--- config.mk ---
export PLATFORM = sky130hd
export DESIGN_NAME = mcpwm_core
export DESIGN_NICKNAME = d
export VERILOG_FILES = /design/src/include/mcpwm_pkg.sv /design/src/rtl/mcpwm_unlock.sv /design/src/rtl/mcpwm_core.sv
export SDC_FILE = /design/constraint.sdc
export NUM_CORES = 1
export LEC_CHECK = 0
export BUFFER_PORTS_ARGS = -buffer_cell sky130_fd_sc_hd__buf_2
export CORE_UTILIZATION = 60
export CTS_CLUSTER_DIAMETER = 60
export CTS_CLUSTER_SIZE = 25
export DETAILED_ROUTE_END_ITERATION = 10
export HOLD_SLACK_MARGIN = 0.02
export PLACE_DENSITY = 0.8
export SYNTH_ARGS = -nofsm -noshare
export SYNTH_HDL_FRONTEND = slang
export SYNTH_SLANG_ARGS = --single-unit
--- constraint.sdc ---
create_clock -name sys_clk -period 3.75 [get_ports sys_clk]
set_input_delay 0.75 -clock sys_clk [delete_from_list [all_inputs] [get_ports sys_clk]]
set_output_delay 0.75 -clock sys_clk [all_outputs]
set_load 0.005 [all_outputs]
--- src/include/mcpwm_pkg.sv ---
/*
 Shared constants and types for the motor PWM block: register indices, field positions,
 reset values, unlock keys and the register-access request carrier.
 Assumes a 16-bit special-function-register port driven synchronously to sys_clk.
*/
package mcpwm_pkg;

  localparam int unsigned ADDR_W = 4;
  localparam int unsigned DATA_W = 16;
  localparam int unsigned CNT_W  = 15;
  localparam int unsigned NPAIR  = 3;

  // Register indices
  localparam logic [3:0] A_TB_CTRL  = 4'h0;
  localparam logic [3:0] A_TB_COUNT = 4'h1;
  localparam logic [3:0] A_TB_PER   = 4'h2;
  localparam logic [3:0] A_CON_ONE  = 4'h3;
  localparam logic [3:0] A_FLT_A    = 4'h4;
  localparam logic [3:0] A_FLT_B    = 4'h5;
  localparam logic [3:0] A_KEY      = 4'h6;
  localparam logic [3:0] A_DUTY1    = 4'h7;
  localparam logic [3:0] A_DUTY2    = 4'h8;
  localparam logic [3:0] A_DUTY3    = 4'h9;
  localparam logic [3:0] A_STATUS   = 4'ha;

  // Time base control fields
  localparam int unsigned TB_EN_BIT   = 15;
  localparam int unsigned TB_IDLE_BIT = 13;
  localparam int unsigned TB_POST_LSB = 4;
  localparam int unsigned TB_PRE_LSB  = 2;
  localparam int unsigned TB_MODE_LSB = 0;
  localparam logic [15:0] TB_CTRL_MASK = 16'ha0ff;

  localparam logic [1:0] MODE_FREE   = 2'h0;
  localparam logic [1:0] MODE_SINGLE = 2'h1;

  // Control register one fields
  localparam int unsigned CON_PMOD_LSB = 8;
  localparam int unsigned CON_PENH_LSB = 4;
  localparam int unsigned CON_PENL_LSB = 0;
  localparam logic [15:0] CON_ONE_MASK = 16'h0777;
  localparam logic [15:0] CON_ONE_RST  = 16'h0000;

  // Fault control fields
  localparam int unsigned FLT_EN_BIT   = 0;
  localparam int unsigned FLT_CBC_BIT  = 7;
  localparam int unsigned FLT_OVH_LSB  = 8;
  localparam int unsigned FLT_OVL_LSB  = 12;
  localparam logic [15:0] FLT_MASK     = 16'h7781;
  localparam logic [15:0] FLT_RST      = 16'h0001;

  // Status fields
  localparam int unsigned ST_FLAG_A = 0;
  localparam int unsigned ST_FLAG_B = 1;
  localparam int unsigned ST_ACT_A  = 2;
  localparam int unsigned ST_ACT_B  = 3;
  localparam int unsigned ST_ARMED  = 4;

  // Lock configuration bit and unlock keys
  localparam int unsigned  LOCK_CFG_BIT = 6;
  localparam logic [15:0]  KEY_FIRST    = 16'habcd;
  localparam logic [15:0]  KEY_SECOND   = 16'h4321;

  typedef struct packed {
    logic              wr;
    logic              rd;
    logic [ADDR_W-1:0] addr;
    logic [DATA_W-1:0] wdata;
  } mcpwm_sfr_req_t;

endpackage : mcpwm_pkg

--- src/rtl/mcpwm_unlock.sv ---
/*
 Key-sequence gate for the write-protected registers.
 Assumes one register access at most per cycle, presented by the main PWM module.
*/
`timescale 1ns/1ns
module mcpwm_unlock (
  input  wire logic                  sys_clk,
  input  wire logic                  rst,
  input  wire mcpwm_pkg::mcpwm_sfr_req_t req,
  input  wire logic                  prot_addr,
  output logic                       allow,
  output logic                       armed
);

  typedef enum logic [1:0] {
    MCPWM_IDLE,
    MCPWM_KEY1,
    MCPWM_ARMED
  } mcpwm_ulk_state_t;

  typedef struct packed {
    mcpwm_ulk_state_t st;
  } mcpwm_ulk_t;

  mcpwm_ulk_t s_q;
  mcpwm_ulk_t s_d;
  logic       acc;
  logic       key_wr;

  assign acc    = req.wr | req.rd;
  assign key_wr = req.wr & (req.addr == mcpwm_pkg::A_KEY);
  assign allow  = (s_q.st == MCPWM_ARMED) & req.wr & prot_addr;
  assign armed  = (s_q.st == MCPWM_ARMED);

  always_comb begin
    s_d = s_q;
    if (acc) begin
      unique case (s_q.st)
        MCPWM_IDLE: begin
          s_d.st = (key_wr && req.wdata == mcpwm_pkg::KEY_FIRST) ? MCPWM_KEY1 : MCPWM_IDLE;
        end
        MCPWM_KEY1: begin
          if (key_wr && req.wdata == mcpwm_pkg::KEY_SECOND) begin
            s_d.st = MCPWM_ARMED;
          end else if (key_wr && req.wdata == mcpwm_pkg::KEY_FIRST) begin
            s_d.st = MCPWM_KEY1;
          end else begin
            s_d.st = MCPWM_IDLE;
          end
        end
        MCPWM_ARMED: begin
          s_d.st = (key_wr && req.wdata == mcpwm_pkg::KEY_FIRST) ? MCPWM_KEY1 : MCPWM_IDLE;
        end
        default: begin
          s_d.st = MCPWM_IDLE;
        end
      endcase
    end
  end

  always_ff @(posedge sys_clk) begin
    if (rst) begin
      s_q.st <= MCPWM_IDLE;
    end else begin
      s_q <= s_d;
    end
  end

endmodule : mcpwm_unlock

--- src/rtl/mcpwm_core.sv ---
/*
 Six-output motor PWM with time base, fault forcing and write-protected control registers.
 Assumes register accesses, fault pins and the configuration word are synchronous to sys_clk.
*/
// Operation
// - Three duty generators each drive one high/low output pair, six outputs in all.
// - In complementary mode the low output of a pair is the inverse of its high output, except while a fault forces the outputs.
// - Either enabled fault input, when asserted, forces the outputs to their safe state.
// - During any reset the block keeps ownership of both fault pins.
// - After reset both fault inputs are enabled in latched mode.
// - Normal drive returns only at the next period or half-period boundary after the fault clears.
// - Control register one and both fault control registers are write-protected.
// - Configuration bit 6 enables protection when 1 and removes it when 0.
// - An unlock is a write of 0xabcd then 0x4321 to the key register.
// - The protected write must be the very next register access after the two key writes.
// - Each unlock grants one protected write only.
// - The postscaler divides period events by 1 to 16 before the time base event.
// - With idle-stop set the time base halts in idle mode; otherwise it keeps running.
`timescale 1ns/1ns
module mcpwm_core #(
  parameter int unsigned NPAIR = mcpwm_pkg::NPAIR
) (
  input  wire logic                       sys_clk,
  input  wire logic                       rst,
  input  wire mcpwm_pkg::mcpwm_sfr_req_t  sfr_req,
  output logic [mcpwm_pkg::DATA_W-1:0]    sfr_rdata,
  input  wire logic [15:0]                oscillator_select_config_word,
  input  wire logic                       cpu_idle,
  input  wire logic                       fault_input_a_n,
  input  wire logic                       fault_input_b_n,
  output logic                            fault_pins_owned,
  output logic [NPAIR-1:0]                high_side_output,
  output logic [NPAIR-1:0]                low_side_output,
  output logic [NPAIR-1:0]                high_side_enable,
  output logic [NPAIR-1:0]                low_side_enable,
  output logic                            time_base_event
);

  localparam int unsigned CW = mcpwm_pkg::CNT_W;

  typedef struct packed {
    logic [15:0]            tb_ctrl;
    logic [CW-1:0]          per;
    logic [15:0]            con_one;
    logic [15:0]            flt_a;
    logic [15:0]            flt_b;
    logic [NPAIR-1:0][CW-1:0] duty;
    logic [CW-1:0]          cnt;
    logic                   down;
    logic [5:0]             pre;
    logic [3:0]             post;
    logic                   flag_a;
    logic                   flag_b;
    logic                   act_a;
    logic                   act_b;
    logic [NPAIR-1:0]       hi;
    logic [NPAIR-1:0]       lo;
    logic [15:0]            rdata;
    logic                   tb_evt;
  } mcpwm_state_t;

  mcpwm_state_t s_q;
  mcpwm_state_t s_d;
  logic         allow;
  logic         armed;
  logic         prot_addr;
  logic         prot_ok;

  function automatic logic [5:0] pre_limit(input logic [1:0] code);
    unique case (code)
      2'h0: pre_limit = 6'h00;
      2'h1: pre_limit = 6'h03;
      2'h2: pre_limit = 6'h0f;
      2'h3: pre_limit = 6'h3f;
    endcase
  endfunction : pre_limit

  function automatic logic wr_at(input mcpwm_pkg::mcpwm_sfr_req_t r, input logic [3:0] a);
    wr_at = r.wr & (r.addr == a);
  endfunction : wr_at

  assign prot_addr = (sfr_req.addr == mcpwm_pkg::A_CON_ONE) | (sfr_req.addr == mcpwm_pkg::A_FLT_A) |
                     (sfr_req.addr == mcpwm_pkg::A_FLT_B);
  assign prot_ok = ~oscillator_select_config_word[mcpwm_pkg::LOCK_CFG_BIT] | allow;

  mcpwm_unlock u_unlock (
    .sys_clk   (sys_clk),
    .rst       (rst),
    .req       (sfr_req),
    .prot_addr (prot_addr),
    .allow     (allow),
    .armed     (armed)
  );

  assign fault_pins_owned = rst | s_q.flt_a[mcpwm_pkg::FLT_EN_BIT] | s_q.flt_b[mcpwm_pkg::FLT_EN_BIT];
  assign high_side_output = s_q.hi;
  assign low_side_output  = s_q.lo;
  assign high_side_enable = s_q.con_one[mcpwm_pkg::CON_PENH_LSB +: NPAIR];
  assign low_side_enable  = s_q.con_one[mcpwm_pkg::CON_PENL_LSB +: NPAIR];
  assign sfr_rdata        = s_q.rdata;
  assign time_base_event  = s_q.tb_evt;

  always_comb begin
    logic       run;
    logic       tick;
    logic       updown;
    logic       bnd;
    logic       per_evt;
    logic       asrt_a;
    logic       asrt_b;
    logic       clr_a;
    logic       clr_b;
    logic [15:0] ovr;
    logic [NPAIR-1:0] cmp;
    s_d      = s_q;
    bnd      = 1'b0;
    asrt_a   = 1'b0;
    asrt_b   = 1'b0;
    clr_a    = 1'b0;
    clr_b    = 1'b0;
    ovr      = 16'h0000;
    cmp      = '0;
    per_evt  = 1'b0;
    s_d.tb_evt = 1'b0;
    updown   = s_q.tb_ctrl[mcpwm_pkg::TB_MODE_LSB + 1];
    run      = s_q.tb_ctrl[mcpwm_pkg::TB_EN_BIT] & ~(cpu_idle & s_q.tb_ctrl[mcpwm_pkg::TB_IDLE_BIT]);
    tick     = run & (s_q.pre == pre_limit(s_q.tb_ctrl[mcpwm_pkg::TB_PRE_LSB +: 2]));

    // Time base
    if (run) begin
      s_d.pre = tick ? 6'h00 : s_q.pre + 6'h01;
    end
    if (tick) begin
      if (!updown) begin
        if (s_q.cnt >= s_q.per) begin
          s_d.cnt = '0;
          bnd     = 1'b1;
          per_evt = 1'b1;
          if (s_q.tb_ctrl[mcpwm_pkg::TB_MODE_LSB +: 2] == mcpwm_pkg::MODE_SINGLE) begin
            s_d.tb_ctrl[mcpwm_pkg::TB_EN_BIT] = 1'b0;
          end
        end else begin
          s_d.cnt = s_q.cnt + CW'(1);
        end
      end else if (!s_q.down) begin
        if (s_q.cnt >= s_q.per) begin
          s_d.down = 1'b1;
          s_d.cnt  = (s_q.cnt == '0) ? '0 : s_q.cnt - CW'(1);
          bnd      = 1'b1;
        end else begin
          s_d.cnt = s_q.cnt + CW'(1);
        end
      end else begin
        if (s_q.cnt == '0) begin
          s_d.down = 1'b0;
          s_d.cnt  = CW'(1);
          bnd      = 1'b1;
          per_evt  = 1'b1;
        end else begin
          s_d.cnt = s_q.cnt - CW'(1);
        end
      end
    end
    if (per_evt) begin
      if (s_q.post == s_q.tb_ctrl[mcpwm_pkg::TB_POST_LSB +: 4]) begin
        s_d.post   = 4'h0;
        s_d.tb_evt = 1'b1;
      end else begin
        s_d.post = s_q.post + 4'h1;
      end
    end

    // Faults, pins active low
    asrt_a = s_q.flt_a[mcpwm_pkg::FLT_EN_BIT] & ~fault_input_a_n;
    asrt_b = s_q.flt_b[mcpwm_pkg::FLT_EN_BIT] & ~fault_input_b_n;
    clr_a  = wr_at(sfr_req, mcpwm_pkg::A_STATUS) & sfr_req.wdata[mcpwm_pkg::ST_FLAG_A];
    clr_b  = wr_at(sfr_req, mcpwm_pkg::A_STATUS) & sfr_req.wdata[mcpwm_pkg::ST_FLAG_B];
    s_d.flag_a = asrt_a | (s_q.flag_a & ~clr_a);
    s_d.flag_b = asrt_b | (s_q.flag_b & ~clr_b);
    if (asrt_a) begin
      s_d.act_a = 1'b1;
    end else if (bnd && (s_q.flt_a[mcpwm_pkg::FLT_CBC_BIT] || !s_q.flag_a)) begin
      s_d.act_a = 1'b0;
    end
    if (asrt_b) begin
      s_d.act_b = 1'b1;
    end else if (bnd && (s_q.flt_b[mcpwm_pkg::FLT_CBC_BIT] || !s_q.flag_b)) begin
      s_d.act_b = 1'b0;
    end

    // Outputs
    ovr = s_q.act_a ? s_q.flt_a : s_q.flt_b;
    for (int i = 0; i < NPAIR; i++) begin
      cmp[i] = s_q.tb_ctrl[mcpwm_pkg::TB_EN_BIT] & (s_q.cnt < s_q.duty[i]);
      if (s_q.act_a || s_q.act_b) begin
        s_d.hi[i] = ovr[mcpwm_pkg::FLT_OVH_LSB + i];
        s_d.lo[i] = ovr[mcpwm_pkg::FLT_OVL_LSB + i];
      end else begin
        s_d.hi[i] = cmp[i];
        s_d.lo[i] = s_q.con_one[mcpwm_pkg::CON_PMOD_LSB + i] ? cmp[i] : ~cmp[i];
      end
    end

    // Register writes
    if (wr_at(sfr_req, mcpwm_pkg::A_TB_CTRL)) begin
      s_d.tb_ctrl = sfr_req.wdata & mcpwm_pkg::TB_CTRL_MASK;
    end
    if (wr_at(sfr_req, mcpwm_pkg::A_TB_COUNT)) begin
      s_d.cnt = sfr_req.wdata[CW-1:0];
    end
    if (wr_at(sfr_req, mcpwm_pkg::A_TB_PER)) begin
      s_d.per = sfr_req.wdata[CW-1:0];
    end
    if (wr_at(sfr_req, mcpwm_pkg::A_CON_ONE) && prot_ok) begin
      s_d.con_one = sfr_req.wdata & mcpwm_pkg::CON_ONE_MASK;
    end
    if (wr_at(sfr_req, mcpwm_pkg::A_FLT_A) && prot_ok) begin
      s_d.flt_a = sfr_req.wdata & mcpwm_pkg::FLT_MASK;
    end
    if (wr_at(sfr_req, mcpwm_pkg::A_FLT_B) && prot_ok) begin
      s_d.flt_b = sfr_req.wdata & mcpwm_pkg::FLT_MASK;
    end
    for (int i = 0; i < NPAIR; i++) begin
      if (wr_at(sfr_req, mcpwm_pkg::A_DUTY1 + 4'(i))) begin
        s_d.duty[i] = sfr_req.wdata[CW-1:0];
      end
    end

    // Register reads
    s_d.rdata = 16'h0000;
    if (sfr_req.rd) begin
      unique case (sfr_req.addr)
        mcpwm_pkg::A_TB_CTRL:  s_d.rdata = s_q.tb_ctrl;
        mcpwm_pkg::A_TB_COUNT: s_d.rdata = {s_q.down, s_q.cnt};
        mcpwm_pkg::A_TB_PER:   s_d.rdata = {1'b0, s_q.per};
        mcpwm_pkg::A_CON_ONE:  s_d.rdata = s_q.con_one;
        mcpwm_pkg::A_FLT_A:    s_d.rdata = s_q.flt_a;
        mcpwm_pkg::A_FLT_B:    s_d.rdata = s_q.flt_b;
        mcpwm_pkg::A_DUTY1:    s_d.rdata = {1'b0, s_q.duty[0]};
        mcpwm_pkg::A_DUTY2:    s_d.rdata = {1'b0, s_q.duty[1]};
        mcpwm_pkg::A_DUTY3:    s_d.rdata = {1'b0, s_q.duty[2]};
        mcpwm_pkg::A_STATUS:   s_d.rdata = {11'h000, armed, s_q.act_b, s_q.act_a, s_q.flag_b, s_q.flag_a};
        default:               s_d.rdata = 16'h0000;
      endcase
    end
  end

  always_ff @(posedge sys_clk) begin
    if (rst) begin
      s_q         <= '0;
      s_q.con_one <= mcpwm_pkg::CON_ONE_RST;
      s_q.flt_a   <= mcpwm_pkg::FLT_RST;
      s_q.flt_b   <= mcpwm_pkg::FLT_RST;
    end else begin
      s_q <= s_d;
    end
  end

endmodule : mcpwm_core

==> impl_metrics.env <==
export IMPL_synth_edf_count=0
export IMPL_wire_per_inst_um=20.79
export IMPL_vias=8874
export IMPL_finalPower_uw=3800
export IMPL_dp_hpwl_um=19630
export IMPL_leakage_uw=0.003759
export IMPL_ctsResizeCount=0
export IMPL_hold_class="reg2reg"
export IMPL_ant_nets=0
export IMPL_worstSetupStartpointType="register"
export IMPL_synth_cell_types=75
export IMPL_first_pass_iters=8
export IMPL_grt_use_total_pct=36.78
export IMPL_clockRootBuffer="clkbuf_16"
export IMPL_final_nets=1263
export IMPL_synth_area_um2=8974
export IMPL_final_common_cell="nand2_1"
export IMPL_io_pins=73
export IMPL_slew_headroom_pct=27.33
export IMPL_drt_drc_violations_left=0
export IMPL_rsz0062_at_grt="no"
export IMPL_critPathKind="reg2reg"
export IMPL_start_util_pct=61.51
export IMPL_critPathCaptureType="register"
export IMPL_synth_seq_cells=150
export IMPL_dieWidth_um=124.3
export IMPL_cp_data_arrival_time_ps=3310
export IMPL_postCtsSetupBuffers=0
export IMPL_fp_row_count=44
export IMPL_cp_required_ps=4090
export IMPL_io_buffers=57
export IMPL_cts_buffer_depth=2
export IMPL_hold_violations=0
export IMPL_avgSynthCellArea_um2=7.763
export IMPL_via_per_inst=6.549
export IMPL_routed_wl_um=28160
export IMPL_worst_pin_slew_ps=1084
export IMPL_power_density_nw_per_um2=387.8
export IMPL_area_delta_synth_final_pct=9.189
export IMPL_multi_input_area_um2=5228
export IMPL_antenna_found_initial=0
export IMPL_worstPathMaxFanout=13
export IMPL_drive_gt1_share_pct=12.21
export IMPL_status="completed"
export IMPL_syn_num_nets=1261
export IMPL_numClockSinks=150
export IMPL_synthArstFlopShare_pct=0
export IMPL_netlist_instances=1156
export IMPL_fmax_mhz=336.3
export IMPL_globalplace_congestion=0.9744
export IMPL_cts_inserted_buffers=17
export IMPL_seq_area_um2=3003
export IMPL_die_area_um2=15450
export IMPL_dr_first_iter_drc_count=1040
export IMPL_path_clk_slew_ps=70
export IMPL_final_cell_mix="nand2_1 (202), dfxtp_1 (150), a21oi_1 (107)"
export IMPL_ys_top_cells_by_area="dfxtp_1 (33%), ha_1 (8.6%), nand2_1 (8.4%)"
export IMPL_grt_pass1_wl_um=44500
export IMPL_h_tree_depth=4
export IMPL_postLayoutCoreUtil_pct=67.16
export IMPL_synth_ff_type="dfxtp_1"
export IMPL_peakVddDrop_mv=0.3157
export IMPL_cts_tree="built"
export IMPL_period_needed_ps=2974
export IMPL_synth_seq_area_share_pct=33.46
export IMPL_drv_slew=0
export IMPL_drv_cap=0
export IMPL_ys_warn_count=0
export IMPL_grt_pass1_vias=8277
export IMPL_finalSetupViolCount=0
export IMPL_tns_ps=0
export IMPL_nFillCells=1194
export IMPL_synth_top_area_share_pct=33.46
export IMPL_die_y_um=124.3
export IMPL_period_share_pct=79.30
export IMPL_clkLatencyLatePin_ps=430
export IMPL_grt_max_degree=59
export IMPL_overflow=0
export IMPL_r2r_slack_ps=780
export IMPL_yosysTopAreaCell="dfxtp_1"
export IMPL_cts_hold_buf=0
export IMPL_coreArea_um2=14590
export IMPL_diodes=0
export IMPL_skew_ps=7.821
-- final cells by class --
cell class	count	area share (%)
tap	184	2.350
sequential	150	30.65
multi-input combinational	835	53.35
timing repair buffer	86	5.159
clock buffer	20	4.661
inverter	68	2.605
clock inverter	12	1.226
-- critical path, stage by stage (launching register included) --
cell and delay [ps]:
dfxtp_1 320, inv_1 120, ha_1 310, nand2b_1 140, a2111oi_0 470, o21a_1 330
o21ai_0 120, buf_4 200, nor3_1 460, a21oi_1 140, a311oi_1 280
-- metal layers --
layer  part of all wire [%]  global-route usage (%)  up-vias
met5                      0                       0        -
met3                     12                   7.990       91
met1                     40                   48.83     4124
li1                       -                       -     4089
met4                    4.5                   19.77        0
met2                     44                   55.67      570
-- state kept, by name (all words and copies together) (netlist names) --
| signal | count |
|---|---|
| s_q | 119 |
| sfr_rdata | 16 |
| low_side_output | 3 |
| high_side_output | 3 |
| high_side_enable | 3 |
| low_side_enable | 3 |
| time_base_event | 1 |
| u_unlock.s_q | 2 |
-- Yosys cell counts (all sizes together), types with 10 or more instances --
cell type / number
nand2: 203
dfxtp: 150
a21oi: 107
nor2: 71
clkbuf: 68
inv: 67
ha: 62
a22oi: 40
nor3: 38
o21ai: 36
buf: 34
mux2i: 30
or3: 20
nand2b: 18
nand3: 16
nand4: 16
nor4: 15
a211oi: 14
a31oi: 13
xor2: 10
-- worst paths after layout --
kind / startpoint / endpoint / cells after the start
worst max-delay path: s_q[38] / s_q[43] / 10
worst min-delay path: s_q[84] / s_q[84] / 2
worst max register to register: s_q[38] / s_q[43] / 10
worst min register to register: s_q[84] / s_q[84] / 2
-- power breakdown --
| part | switching, µW | leakage, µW | internal (µW) |
|---|---|---|---|
| clock | 725 | 0.000272 | 959 |
| combinational | 307 | 0.00228 | 160 |
| sequential | 31.9 | 0.00121 | 1620 |
-- logic make-up (layout without fill, tap and decap cells) --
| group | Yosys count | in the layout | synth area share, % |
|---|---|---|---|
| flops | 150 | 150 | 33.46 |
| simple gates | 440 | 440 | 23.23 |
| fa+ha+maj | 62 | 62 | 8.645 |
| mux | 31 | 31 | 3.472 |
| xor+xnor | 12 | 12 | 1.171 |
| compound gates | 290 | 290 | 21.36 |
| buf+inv | 171 | 186 | 8.659 |
-- metrics by stage --
step           hold slack, ps  instance area (µm²)  setup slack (ps)  cells
2_1_floorplan           436.3                 8974              1094   1156
5_1_grt                 491.6                 9798             644.4   1355
3_3_place_gp            444.1                 9221             901.4   1323
6_report                464.9                 9798             776.2   1355
4_1_cts                 460.4                 9798             804.4   1355
3_5_place_dp            448.1                 9221             838.2   1323
(Power assumes the default switching activity.)
